`src/pkg/rtcd_pkg.sv`:
```
// package for the rmap target command dispatch block
package rtcd_pkg;
  localparam logic [7:0] RTCD_PROTO_RMAP = 8'h01;
  localparam logic [1:0] RTCD_TYPE_CMD = 2'h1;
  localparam int RTCD_BIT_WRITE = 5;
  localparam int RTCD_BIT_VERIFY = 4;
  localparam int RTCD_BIT_ACK = 3;
  localparam int RTCD_BIT_INC = 2;
  localparam logic [7:0] RTCD_ERR_NONE = 8'h00;
  localparam logic [7:0] RTCD_ERR_GENERAL = 8'h01;
  localparam logic [7:0] RTCD_ERR_UNUSED = 8'h02;
  localparam logic [7:0] RTCD_ERR_KEY = 8'h03;
  localparam logic [7:0] RTCD_ERR_VERIFY_OVR = 8'h09;
  localparam logic [7:0] RTCD_ERR_AUTH = 8'h0A;
  localparam logic [7:0] RTCD_ERR_RMW_LEN = 8'h0B;
  localparam int RTCD_REPLY_DEPTH = 4;
  localparam int RTCD_CNT_W = 3;
  localparam logic [1:0] RTCD_ADDR_CTRL = 2'h0;
  localparam logic [1:0] RTCD_ADDR_KEY = 2'h1;
  localparam logic [1:0] RTCD_ADDR_STAT = 2'h2;
  localparam int RTCD_CTRL_EN = 0;
  localparam int RTCD_CTRL_RBD = 1;
  localparam logic [1:0] RTCD_CTRL_RST = 2'h0;
  localparam logic [7:0] RTCD_KEY_RST = 8'h00;
  typedef enum logic [1:0] {
    RTCD_ACT_DMA = 2'h0, RTCD_ACT_DROP = 2'h1, RTCD_ACT_EXEC = 2'h3, RTCD_ACT_REJECT = 2'h2
  } rtcd_act_type;
  typedef enum logic [1:0] {
    RTCD_OP_NONE = 2'h0, RTCD_OP_READ = 2'h1, RTCD_OP_WRITE = 2'h3, RTCD_OP_RMW = 2'h2
  } rtcd_op_type;
  typedef struct packed {
    logic [7:0] proto;
    logic [7:0] cmd;
    logic [7:0] key;
    logic [31:0] addr;
    logic [23:0] len;
  } rtcd_hdr_type;
  typedef struct packed {
    rtcd_act_type act;
    rtcd_op_type op;
    logic reply;
    logic inc;
    logic [7:0] err;
  } rtcd_dec_type;
endpackage

```
`src/hdl/rtcd_check.sv`:
```
// pure decoder: command bits, size and alignment checks
`timescale 1ns/100ps
`default_nettype none
module rtcd_check import rtcd_pkg::*; (
  // header in
  input wire rtcd_hdr_type hdr,
  input wire logic [7:0] exp_key,
  input wire logic enable,
  // decision out
  output rtcd_dec_type dec
);
  logic wr, vf, ack, inc, word_ok, len4_ok, rmw_al_ok, vw_al_ok;
  logic [23:0] half;
  always_comb begin
    wr = hdr.cmd[RTCD_BIT_WRITE];
    vf = hdr.cmd[RTCD_BIT_VERIFY];
    ack = hdr.cmd[RTCD_BIT_ACK];
    inc = hdr.cmd[RTCD_BIT_INC];
    word_ok = (hdr.addr[1:0] == 2'h0) && (hdr.len[1:0] == 2'h0);
    len4_ok = (hdr.len != 24'h000000) && (hdr.len <= 24'h000004);
    half = hdr.len >> 1;
    rmw_al_ok = (half == 24'h000001) || ((half == 24'h000002) && !hdr.addr[0])
      || ((half == 24'h000004) && (hdr.addr[1:0] == 2'h0));
    vw_al_ok = (hdr.len == 24'h000001) || ((hdr.len == 24'h000002) && !hdr.addr[0])
      || ((hdr.len == 24'h000004) && (hdr.addr[1:0] == 2'h0));
    dec.act = RTCD_ACT_EXEC;
    dec.op = RTCD_OP_NONE;
    dec.reply = ack; // reply iff ack, unless routed to dma or dropped
    dec.inc = inc;
    dec.err = RTCD_ERR_NONE;
    if (!enable || hdr.proto != RTCD_PROTO_RMAP || hdr.cmd[7:6] != RTCD_TYPE_CMD) begin
      dec.act = RTCD_ACT_DMA;
      dec.reply = 1'b0;
    end else if (!wr && !ack) begin
      dec.act = RTCD_ACT_DROP;
    end else if (!wr && vf && !inc) begin
      dec.act = RTCD_ACT_REJECT;
      dec.err = RTCD_ERR_UNUSED;
    end else if (ack && hdr.key != exp_key) begin
      dec.act = RTCD_ACT_REJECT;
      dec.err = RTCD_ERR_KEY;
    end else if (!wr && vf) begin
      dec.op = RTCD_OP_RMW;
      if (!(hdr.len == 24'h2 || hdr.len == 24'h4 || hdr.len == 24'h8)) begin
        dec.act = RTCD_ACT_REJECT;
        dec.err = RTCD_ERR_RMW_LEN;
      end else if (!rmw_al_ok) begin
        dec.act = RTCD_ACT_REJECT;
        dec.err = RTCD_ERR_AUTH;
      end
    end else if (!wr) begin
      dec.op = RTCD_OP_READ;
      if (!inc && !word_ok) begin
        dec.act = RTCD_ACT_REJECT;
        dec.err = RTCD_ERR_AUTH;
      end // incrementing read unrestricted
    end else if (vf) begin
      dec.op = RTCD_OP_WRITE;
      if (!len4_ok) begin
        dec.act = ack ? RTCD_ACT_REJECT : RTCD_ACT_DROP;
        dec.err = RTCD_ERR_VERIFY_OVR;
      end else if (!vw_al_ok) begin
        dec.act = ack ? RTCD_ACT_REJECT : RTCD_ACT_DROP;
        dec.err = RTCD_ERR_AUTH;
      end
    end else begin
      dec.op = RTCD_OP_WRITE;
      if (!inc && !word_ok) begin
        dec.act = ack ? RTCD_ACT_REJECT : RTCD_ACT_DROP;
        dec.err = ack ? RTCD_ERR_AUTH : RTCD_ERR_NONE;
      end // incrementing write unrestricted
    end
    if (dec.act == RTCD_ACT_DROP) begin
      dec.op = RTCD_OP_NONE;
      dec.reply = 1'b0;
    end
    if (dec.act == RTCD_ACT_REJECT) begin
      dec.op = RTCD_OP_NONE;
    end
  end
endmodule // rtcd_check
`default_nettype wire

```
`src/hdl/rtcd_top.sv`:
```
// rmap target command dispatch: decode, execute control, reply slots
// Notes on behaviour
// - only protocol one, type 01 handled
// - disabled handler sends all to DMA
// - several reply slots; reads fetched at send
// - buffer disable limits to one slot
// - software destination key checked on commands with ack
// - read without ack: nothing, no reply
// - single read aligned, else error 10
// - incrementing read with ack unrestricted
// - verify read single: error 2 reply
// - bad rmw length: error 11
// - rmw misaligned: error 10
// - bus error on write/rmw: error 1
// - single write no ack: aligned or dropped
// - incrementing write no ack: unrestricted, silent
// - single write with ack: misaligned error 10
`timescale 1ns/100ps
`default_nettype none
module rtcd_top import rtcd_pkg::*; (
  // clock and reset
  input wire logic clk,
  input wire logic rst_n,
  // register port
  input wire logic [1:0] reg_addr,
  input wire logic [31:0] reg_wdata,
  input wire logic reg_wr,
  input wire logic reg_rd,
  output logic [31:0] reg_rdata,
  // packet header from receiver
  input wire logic hdr_valid,
  output logic hdr_ready,
  input wire rtcd_hdr_type hdr,
  // routing result
  output logic to_dma,
  output logic to_drop,
  // bus operation request
  output logic op_valid,
  input wire logic op_ready,
  output rtcd_op_type op_kind,
  output logic [31:0] op_addr,
  output logic [23:0] op_len,
  output logic op_inc,
  input wire logic op_done,
  input wire logic op_bus_err,
  // reply to transmitter
  output logic rep_valid,
  input wire logic rep_ready,
  output logic [7:0] rep_err,
  output logic rep_is_read,
  output logic [31:0] rep_addr,
  output logic [23:0] rep_len,
  output logic rep_inc
);
  typedef enum logic [1:0] {
    RTCD_ST_IDLE = 2'h0, RTCD_ST_ISSUE = 2'h1, RTCD_ST_WAIT = 2'h3
  } rtcd_st_type;

  typedef struct packed {
    logic [7:0] err;
    logic is_read;
    logic [31:0] addr;
    logic [23:0] len;
    logic inc;
  } rtcd_slot_type;

  rtcd_dec_type dec;
  rtcd_st_type st_reg, st_next;
  logic [1:0] ctrl_reg, ctrl_next;
  logic [7:0] key_reg, key_next;
  logic [31:0] rdata_reg, rdata_next;
  rtcd_hdr_type cur_reg, cur_next;
  logic cur_reply_reg, cur_reply_next;
  logic dma_reg, dma_next, drop_reg, drop_next;
  rtcd_slot_type slot_reg [RTCD_REPLY_DEPTH];
  rtcd_slot_type slot_next [RTCD_REPLY_DEPTH];
  logic [1:0] wp_reg, wp_next, rp_reg, rp_next;
  logic [RTCD_CNT_W-1:0] cnt_reg, cnt_next;
  logic [RTCD_CNT_W-1:0] limit;
  logic room, push, pop, take;
  rtcd_slot_type push_slot;
  rtcd_op_type cur_op_reg, cur_op_next;

  rtcd_check u_check (
    .hdr(hdr),
    .exp_key(key_reg),
    .enable(ctrl_reg[RTCD_CTRL_EN]),
    .dec(dec)
  );

  // reply slot admission
  always_comb begin
    limit = ctrl_reg[RTCD_CTRL_RBD] ? RTCD_CNT_W'(1) : RTCD_CNT_W'(RTCD_REPLY_DEPTH);
    room = cnt_reg < limit;
  end

  // header accept: commands that may reply wait for a free slot
  always_comb begin
    hdr_ready = (st_reg == RTCD_ST_IDLE) && (room || dec.act == RTCD_ACT_DMA
      || dec.act == RTCD_ACT_DROP);
    take = hdr_valid && hdr_ready;
  end

  // register port
  always_comb begin
    ctrl_next = ctrl_reg;
    key_next = key_reg;
    rdata_next = 32'h00000000;
    if (reg_wr && reg_addr == RTCD_ADDR_CTRL) begin
      ctrl_next = reg_wdata[1:0];
    end
    if (reg_wr && reg_addr == RTCD_ADDR_KEY) begin
      key_next = reg_wdata[7:0];
    end
    if (reg_rd) begin
      case (reg_addr)
        RTCD_ADDR_CTRL: rdata_next = {30'h0, ctrl_reg};
        RTCD_ADDR_KEY: rdata_next = {24'h0, key_reg};
        RTCD_ADDR_STAT: rdata_next = {27'h0, st_reg, cnt_reg};
        default: rdata_next = 32'h00000000;
      endcase
    end
  end

  // command sequencer
  always_comb begin
    st_next = st_reg;
    cur_next = cur_reg;
    cur_reply_next = cur_reply_reg;
    cur_op_next = cur_op_reg;
    dma_next = 1'b0;
    drop_next = 1'b0;
    push = 1'b0;
    push_slot = '0;
    case (st_reg)
      RTCD_ST_IDLE: begin
        if (take) begin
          case (dec.act)
            RTCD_ACT_DMA: dma_next = 1'b1;
            RTCD_ACT_DROP: drop_next = 1'b1;
            RTCD_ACT_REJECT: begin
              drop_next = 1'b1;
              push = dec.reply;
              push_slot = '{err: dec.err, is_read: 1'b0, addr: hdr.addr, len: hdr.len,
                inc: dec.inc};
            end
            RTCD_ACT_EXEC: begin
              cur_next = hdr;
              cur_reply_next = dec.reply;
              cur_op_next = dec.op;
              if (dec.op == RTCD_OP_READ) begin
                push = 1'b1;
                push_slot = '{err: RTCD_ERR_NONE, is_read: 1'b1, addr: hdr.addr,
                  len: hdr.len, inc: dec.inc};
              end else begin
                st_next = RTCD_ST_ISSUE;
              end
            end
            default: drop_next = 1'b1;
          endcase
        end
      end
      RTCD_ST_ISSUE: begin
        if (op_ready) begin
          st_next = RTCD_ST_WAIT;
        end
      end
      RTCD_ST_WAIT: begin
        if (op_done) begin
          st_next = RTCD_ST_IDLE;
          push = cur_reply_reg;
          push_slot = '{err: op_bus_err ? RTCD_ERR_GENERAL : RTCD_ERR_NONE,
            is_read: 1'b0, addr: cur_reg.addr, len: cur_reg.len,
            inc: cur_reg.cmd[RTCD_BIT_INC]};
        end
      end
      default: st_next = RTCD_ST_IDLE;
    endcase
  end

  // reply slot ring
  always_comb begin
    pop = rep_valid && rep_ready;
    for (int i = 0; i < RTCD_REPLY_DEPTH; i++) begin
      slot_next[i] = slot_reg[i];
    end
    wp_next = wp_reg;
    rp_next = rp_reg;
    if (push) begin
      slot_next[wp_reg] = push_slot;
      wp_next = wp_reg + 2'h1;
    end
    if (pop) begin
      rp_next = rp_reg + 2'h1;
    end
    cnt_next = cnt_reg + RTCD_CNT_W'(push) - RTCD_CNT_W'(pop);
  end

  always_ff @(posedge clk) begin
    if (!rst_n) begin
      st_reg <= RTCD_ST_IDLE;
      ctrl_reg <= RTCD_CTRL_RST;
      key_reg <= RTCD_KEY_RST;
      rdata_reg <= 32'h00000000;
      cur_reg <= '0;
      cur_reply_reg <= 1'b0;
      cur_op_reg <= RTCD_OP_NONE;
      dma_reg <= 1'b0;
      drop_reg <= 1'b0;
      wp_reg <= 2'h0;
      rp_reg <= 2'h0;
      cnt_reg <= '0;
      for (int i = 0; i < RTCD_REPLY_DEPTH; i++) begin
        slot_reg[i] <= '0;
      end
    end else begin
      st_reg <= st_next;
      ctrl_reg <= ctrl_next;
      key_reg <= key_next;
      rdata_reg <= rdata_next;
      cur_reg <= cur_next;
      cur_reply_reg <= cur_reply_next;
      cur_op_reg <= cur_op_next;
      dma_reg <= dma_next;
      drop_reg <= drop_next;
      wp_reg <= wp_next;
      rp_reg <= rp_next;
      cnt_reg <= cnt_next;
      for (int i = 0; i < RTCD_REPLY_DEPTH; i++) begin
        slot_reg[i] <= slot_next[i];
      end
    end
  end

  // outputs
  always_comb begin
    reg_rdata = rdata_reg;
    to_dma = dma_reg;
    to_drop = drop_reg;
    op_valid = (st_reg == RTCD_ST_ISSUE);
    op_kind = cur_op_reg;
    op_addr = cur_reg.addr;
    op_len = cur_reg.len;
    op_inc = cur_reg.cmd[RTCD_BIT_INC];
    rep_valid = (cnt_reg != '0);
    rep_err = slot_reg[rp_reg].err;
    rep_is_read = slot_reg[rp_reg].is_read;
    rep_addr = slot_reg[rp_reg].addr;
    rep_len = slot_reg[rp_reg].len;
    rep_inc = slot_reg[rp_reg].inc;
  end

  AST_RBD_ONE_SLOT: assert property (@(posedge clk) disable iff (!rst_n)
    ctrl_reg[RTCD_CTRL_RBD] && cnt_reg >= 3'h1 && !$past(!ctrl_reg[RTCD_CTRL_RBD])
      |-> !(take && dec.reply && dec.act != RTCD_ACT_DMA))
    else $error("second reply slot used while buffer disabled");
  AST_DISABLED_DMA: assert property (@(posedge clk) disable iff (!rst_n)
    take && !ctrl_reg[RTCD_CTRL_EN] |=> to_dma && !to_drop)
    else $error("disabled handler did not route to dma");
  AST_NONCMD_DMA: assert property (@(posedge clk) disable iff (!rst_n)
    take && hdr.cmd[7:6] != RTCD_TYPE_CMD |=> to_dma)
    else $error("non-command packet not routed to dma");
  AST_READ_NOACK: assert property (@(posedge clk) disable iff (!rst_n)
    take && ctrl_reg[RTCD_CTRL_EN] && hdr.proto == RTCD_PROTO_RMAP
      && hdr.cmd[7:6] == RTCD_TYPE_CMD && hdr.cmd[5] == 1'b0 && hdr.cmd[3] == 1'b0
      |=> to_drop && cnt_reg == $past(cnt_reg) - 3'($past(pop)))
    else $error("read without ack was not dropped");
  AST_BUS_ERR: assert property (@(posedge clk) disable iff (!rst_n)
    st_reg == RTCD_ST_WAIT && op_done && op_bus_err && cur_reply_reg
      |=> slot_reg[$past(wp_reg)].err == RTCD_ERR_GENERAL)
    else $error("bus error not reported as code 1");
  AST_OP_HOLD: assert property (@(posedge clk) disable iff (!rst_n)
    op_valid && !op_ready |=> op_valid && $stable(op_addr))
    else $error("operation request dropped before taken");
  AST_KEY_WRITE: assert property (@(posedge clk) disable iff (!rst_n)
    reg_wr && reg_addr == RTCD_ADDR_KEY |=> key_reg == $past(reg_wdata[7:0]))
    else $error("destination key not stored");
  AST_CNT_BOUND: assert property (@(posedge clk) disable iff (!rst_n)
    cnt_reg <= 3'h4)
    else $error("reply slot count out of range");
endmodule // rtcd_top
`default_nettype wire

```
`config.mk`:
```
export PLATFORM = sky130hd
export DESIGN_NAME = rtcd_top
export DESIGN_NICKNAME = d
export VERILOG_FILES = /design/src/pkg/rtcd_pkg.sv /design/src/hdl/rtcd_check.sv /design/src/hdl/rtcd_top.sv
export SDC_FILE = /design/constraint.sdc
export NUM_CORES = 1
export LEC_CHECK = 0
export BUFFER_PORTS_ARGS = -buffer_cell sky130_fd_sc_hd__buf_2
export CAP_MARGIN = 25
export CORE_MARGIN = 2
export CORE_UTILIZATION = 55
export CTS_CLUSTER_DIAMETER = 60
export DETAILED_ROUTE_END_ITERATION = 16
export GPL_TIMING_DRIVEN = 0
export PLACE_DENSITY_LB_ADDON = 0.05
export SLEW_MARGIN = 10
export SYNTH_ARGS = -nofsm -noshare
export SYNTH_HDL_FRONTEND = slang
export SYNTH_SLANG_ARGS = --single-unit
```
`constraint.sdc`:
```
create_clock -name clk -period 6.49 [get_ports clk]
set_clock_uncertainty 0.05 [all_clocks]
set_input_delay 0.9735 -clock clk [delete_from_list [all_inputs] [get_ports clk]]
set_output_delay 0.9735 -clock clk [all_outputs]
set_load 0.005 [all_outputs]
```
==> results by group <==
Synthesis
  – Number of synthesized flops with an enable pin: 0
  – Mapped cell area: between 10000 and 15000 µm²
  – Primary FF master, synth: dfxtp_1
  – Synthesized flop and latch total: 335
  – Avg Inst Size Synth: around 9.5 µm²
  – Yosys warns: 0
  – Count of cell types in the netlist: 59
  – Synthesized instance count: between 1500 and 2000
  – Seq/Total Area, Yosys: 0.470
  – Async S/R FF share, synth: 0

Min path
  – Hold Startpoint: slot_reg[2][59]$_SDFFE_PN0P_
  – HP Class: flop to flop

Global routing
  – First-pass GRT wire length: ~66 mm
  – Vias in the first global route: ~12000
  – Largest net degree at the start of global routing: 14
  – Total track usage: 0.314
  – Initial antenna violation count: 0
  – GRT overflow: 0

Power
  – Internal: between 3 and 4 mW
  – Power per cell area: 255 nW/µm²
  – Combinational Power Share: 0.044
  – Switch share: 0.221
  – P_sw: around 0.96 mW
  – Total chip power: around 4.4 mW
  – Clock power frac: 0.483
  – Worst vdd ir: 0.214 mV
  – Sequential power share: 0.473
  – LEAKAGE: between 6 and 7 nW

Finish
  – Max reg flops: between 200 and 250
  – Most common cell after layout, fill and taps aside: dfxtp_1
  – Most frequent cells in the layout: dfxtp_1, buf_2, a21oi_1
  – Final Core Density: 0.676
  – Fraction of layout cells with a size suffix above 1: 0.246
  – Ant diodes: 0
  – Design area: roughly 17000 µm²
  – Area delta synth->final: 20.0%
  – Nets: 1933

Placement
  – GP Congestion: a little over 0.9
  – Port bufs: between 200 and 250
  – Placed Area: roughly 16000 µm²
  – Post-DP HPWL: 29.9 mm
  – Dpl ws: around 0.54 ns

Detailed routing
  – Vias: around 13000
  – WL final: about 44 mm
  – 1st-pass router iterations: 5
  – Vias per cell: approximately 6.0
  – DRT antenna net count: 0
  – DR iter-0 viols: 1153
  – Routed wire per std cell: ~20 µm
  – # DRC: 0

CTS
  – CTS Buffer Depth: 3
  – Clock transition at path regs: around 0.060 ns
  – Root Buffer: clkbuf_16
  – Total CTS buffers: 37
  – CTS hold repair buffers: 0
  – Post-CTS Setup Bufs: 0
  – Clock Latency Late Sink: roughly 0.53 ns
  – H-Tree Depth: 2
  – # resized after CTS: 0
  – CTS tree: done
  – Clock tree sinks: ~340

Timing
  – Maximum clock rate: roughly 180 MHz
  – Final count of pins violating max slew: 0
  – Final WS setup: 0.796 ns
  – Slew headroom: 0.370
  – Worst slew pin tran: 0.946 ns
  – RSZ-0062 raised after global routing: no
  – Crit share post-route: 0.877
  – Final setup vio count: 0
  – Fin Setup TNS: 0 ns
  – Final hold vios: 0
  – Minimum clock period: roughly 5.7 ns

Critical path
  – Crit path launch: hdr[19]
  – Reg2Reg Depth: 19
  – Crit Path Class: primary input to output port
  – Crit. End Element: output port
  – CP endpoint: hdr_ready
  – R2r endpoint: cnt_reg[2]$_SDFF_PN0_
  – Worst Setup Start Kind: primary input
  – CP arrival: ~4.7 ns
  – RR Startpoint: key_reg[6]$_SDFFE_PN0P_
  – CP required: around 5.5 ns
  – Reg2reg setup slack: 1.75 ns
  – CP max FO: 4

Job
  – Max-cap violations: 0

Status
  – Result of the run: complete, no violations

Floorplan
  – IO Pins: approximately 290
  – Die footprint: roughly 27000 µm²
  – Floorplan Core Area: between 20000 and 30000 µm²
  – Row cnt: 58
  – Die Y: 165 µm
  – Die Wd: 165 µm
  – Initial Util: 0.563
[cells in the mapped netlist (18+ instances only)]
library cell  count  area, µm²
dfxtp_1         335       6710
clkbuf_1         64        240
o21ai_0         215       1080
a21boi_0         65        488
buf_4            38        285
a21oi_1         239       1200
buf_2            49        245
mux4_2           61       1370
o21ai_1          28        140
a22oi_1          51        383
nor2_1           18       67.6
nand2_1         151        567
[logic make-up after synthesis]
family                     share of synthesized area
and+or+nand+nor                               0.0839
xor gates and xnor gates                     0.00860
buffers and inverters                         0.0627
muxes                                          0.108
DFF                                            0.470
adders and majority gates                     0.0137
AOI/OAI and AO/OA                              0.252
other                                       0.000263
[worst min path at each step]
stage,to,slack (ns),cells past startpoint
finish,slot_reg[2][59]$_SDFFE_PN0P_,0.41,2
global route,slot_reg[1][57]$_SDFFE_PN0P_,0.43,2
CTS,slot_reg[2][59]$_SDFFE_PN0P_,0.41,2
detailed placement,slot_reg[2][59]$_SDFFE_PN0P_,0.40,2
global placement,slot_reg[2][61]$_SDFFE_PN0P_,0.39,2
floorplan,slot_reg[1][57]$_SDFFE_PN0P_,0.38,2
[area by class of cell]
| cell class | count | area, µm² |
|---|---|---|
| inverter | 14 | 52.6 |
| tap | 330 | 413 |
| sequential | 335 | 6710 |
| multi-input combinational | 1019 | 6770 |
| clock buffer | 55 | 1120 |
| clock inverter | 8 | 104 |
| timing repair buffer | 224 | 1120 |
| fill | 2129 | 8210 |
| buffer | 164 | 842 |
[layer usage]
| metal | global-route usage | share of wire | vias to the layer above |
|---|---|---|---|
| met5 | 0 | 0 | - |
| met4 | 0.118 | 0.032 | 0 |
| met3 | 0.0525 | 0.085 | 96 |
| met2 | 0.516 | 0.47 | 647 |
| met1 | 0.416 | 0.41 | 6211 |
| li1 | - | - | 5967 |
[critical path: stages]
cell,delay (ns)
buf_2,0.12
nor4_1,0.47
nand4_1,0.50
a2111oi_0,0.72
a211oi_1,0.20
o21ai_0,0.31
nand2_1,0.13
ha_1,0.23
or2_1,0.24
or3_1,0.45
and2_1,0.20
buf_2,0.12
[power groups by stage]
stage                     sequential, mW  clock, mW  combinational (mW)
after CTS                           2.07       2.12               0.188
final                               2.07       2.11               0.191
after global routing                2.07       2.20               0.207
after detailed placement            2.11          0               0.187
after floorplan                     2.11          0               0.106
after global placement              2.11          0               0.186
[through the flow]
stage | instances | hold slack, ns
6_report | 2149 | 0.414
3_5_place_dp | 2086 | 0.396
2_1_floorplan | 1532 | 0.382
5_1_grt | 2149 | 0.426
3_3_place_gp | 2086 | 0.389
4_1_cts | 2149 | 0.410
(Power assumes the default switching activity.)
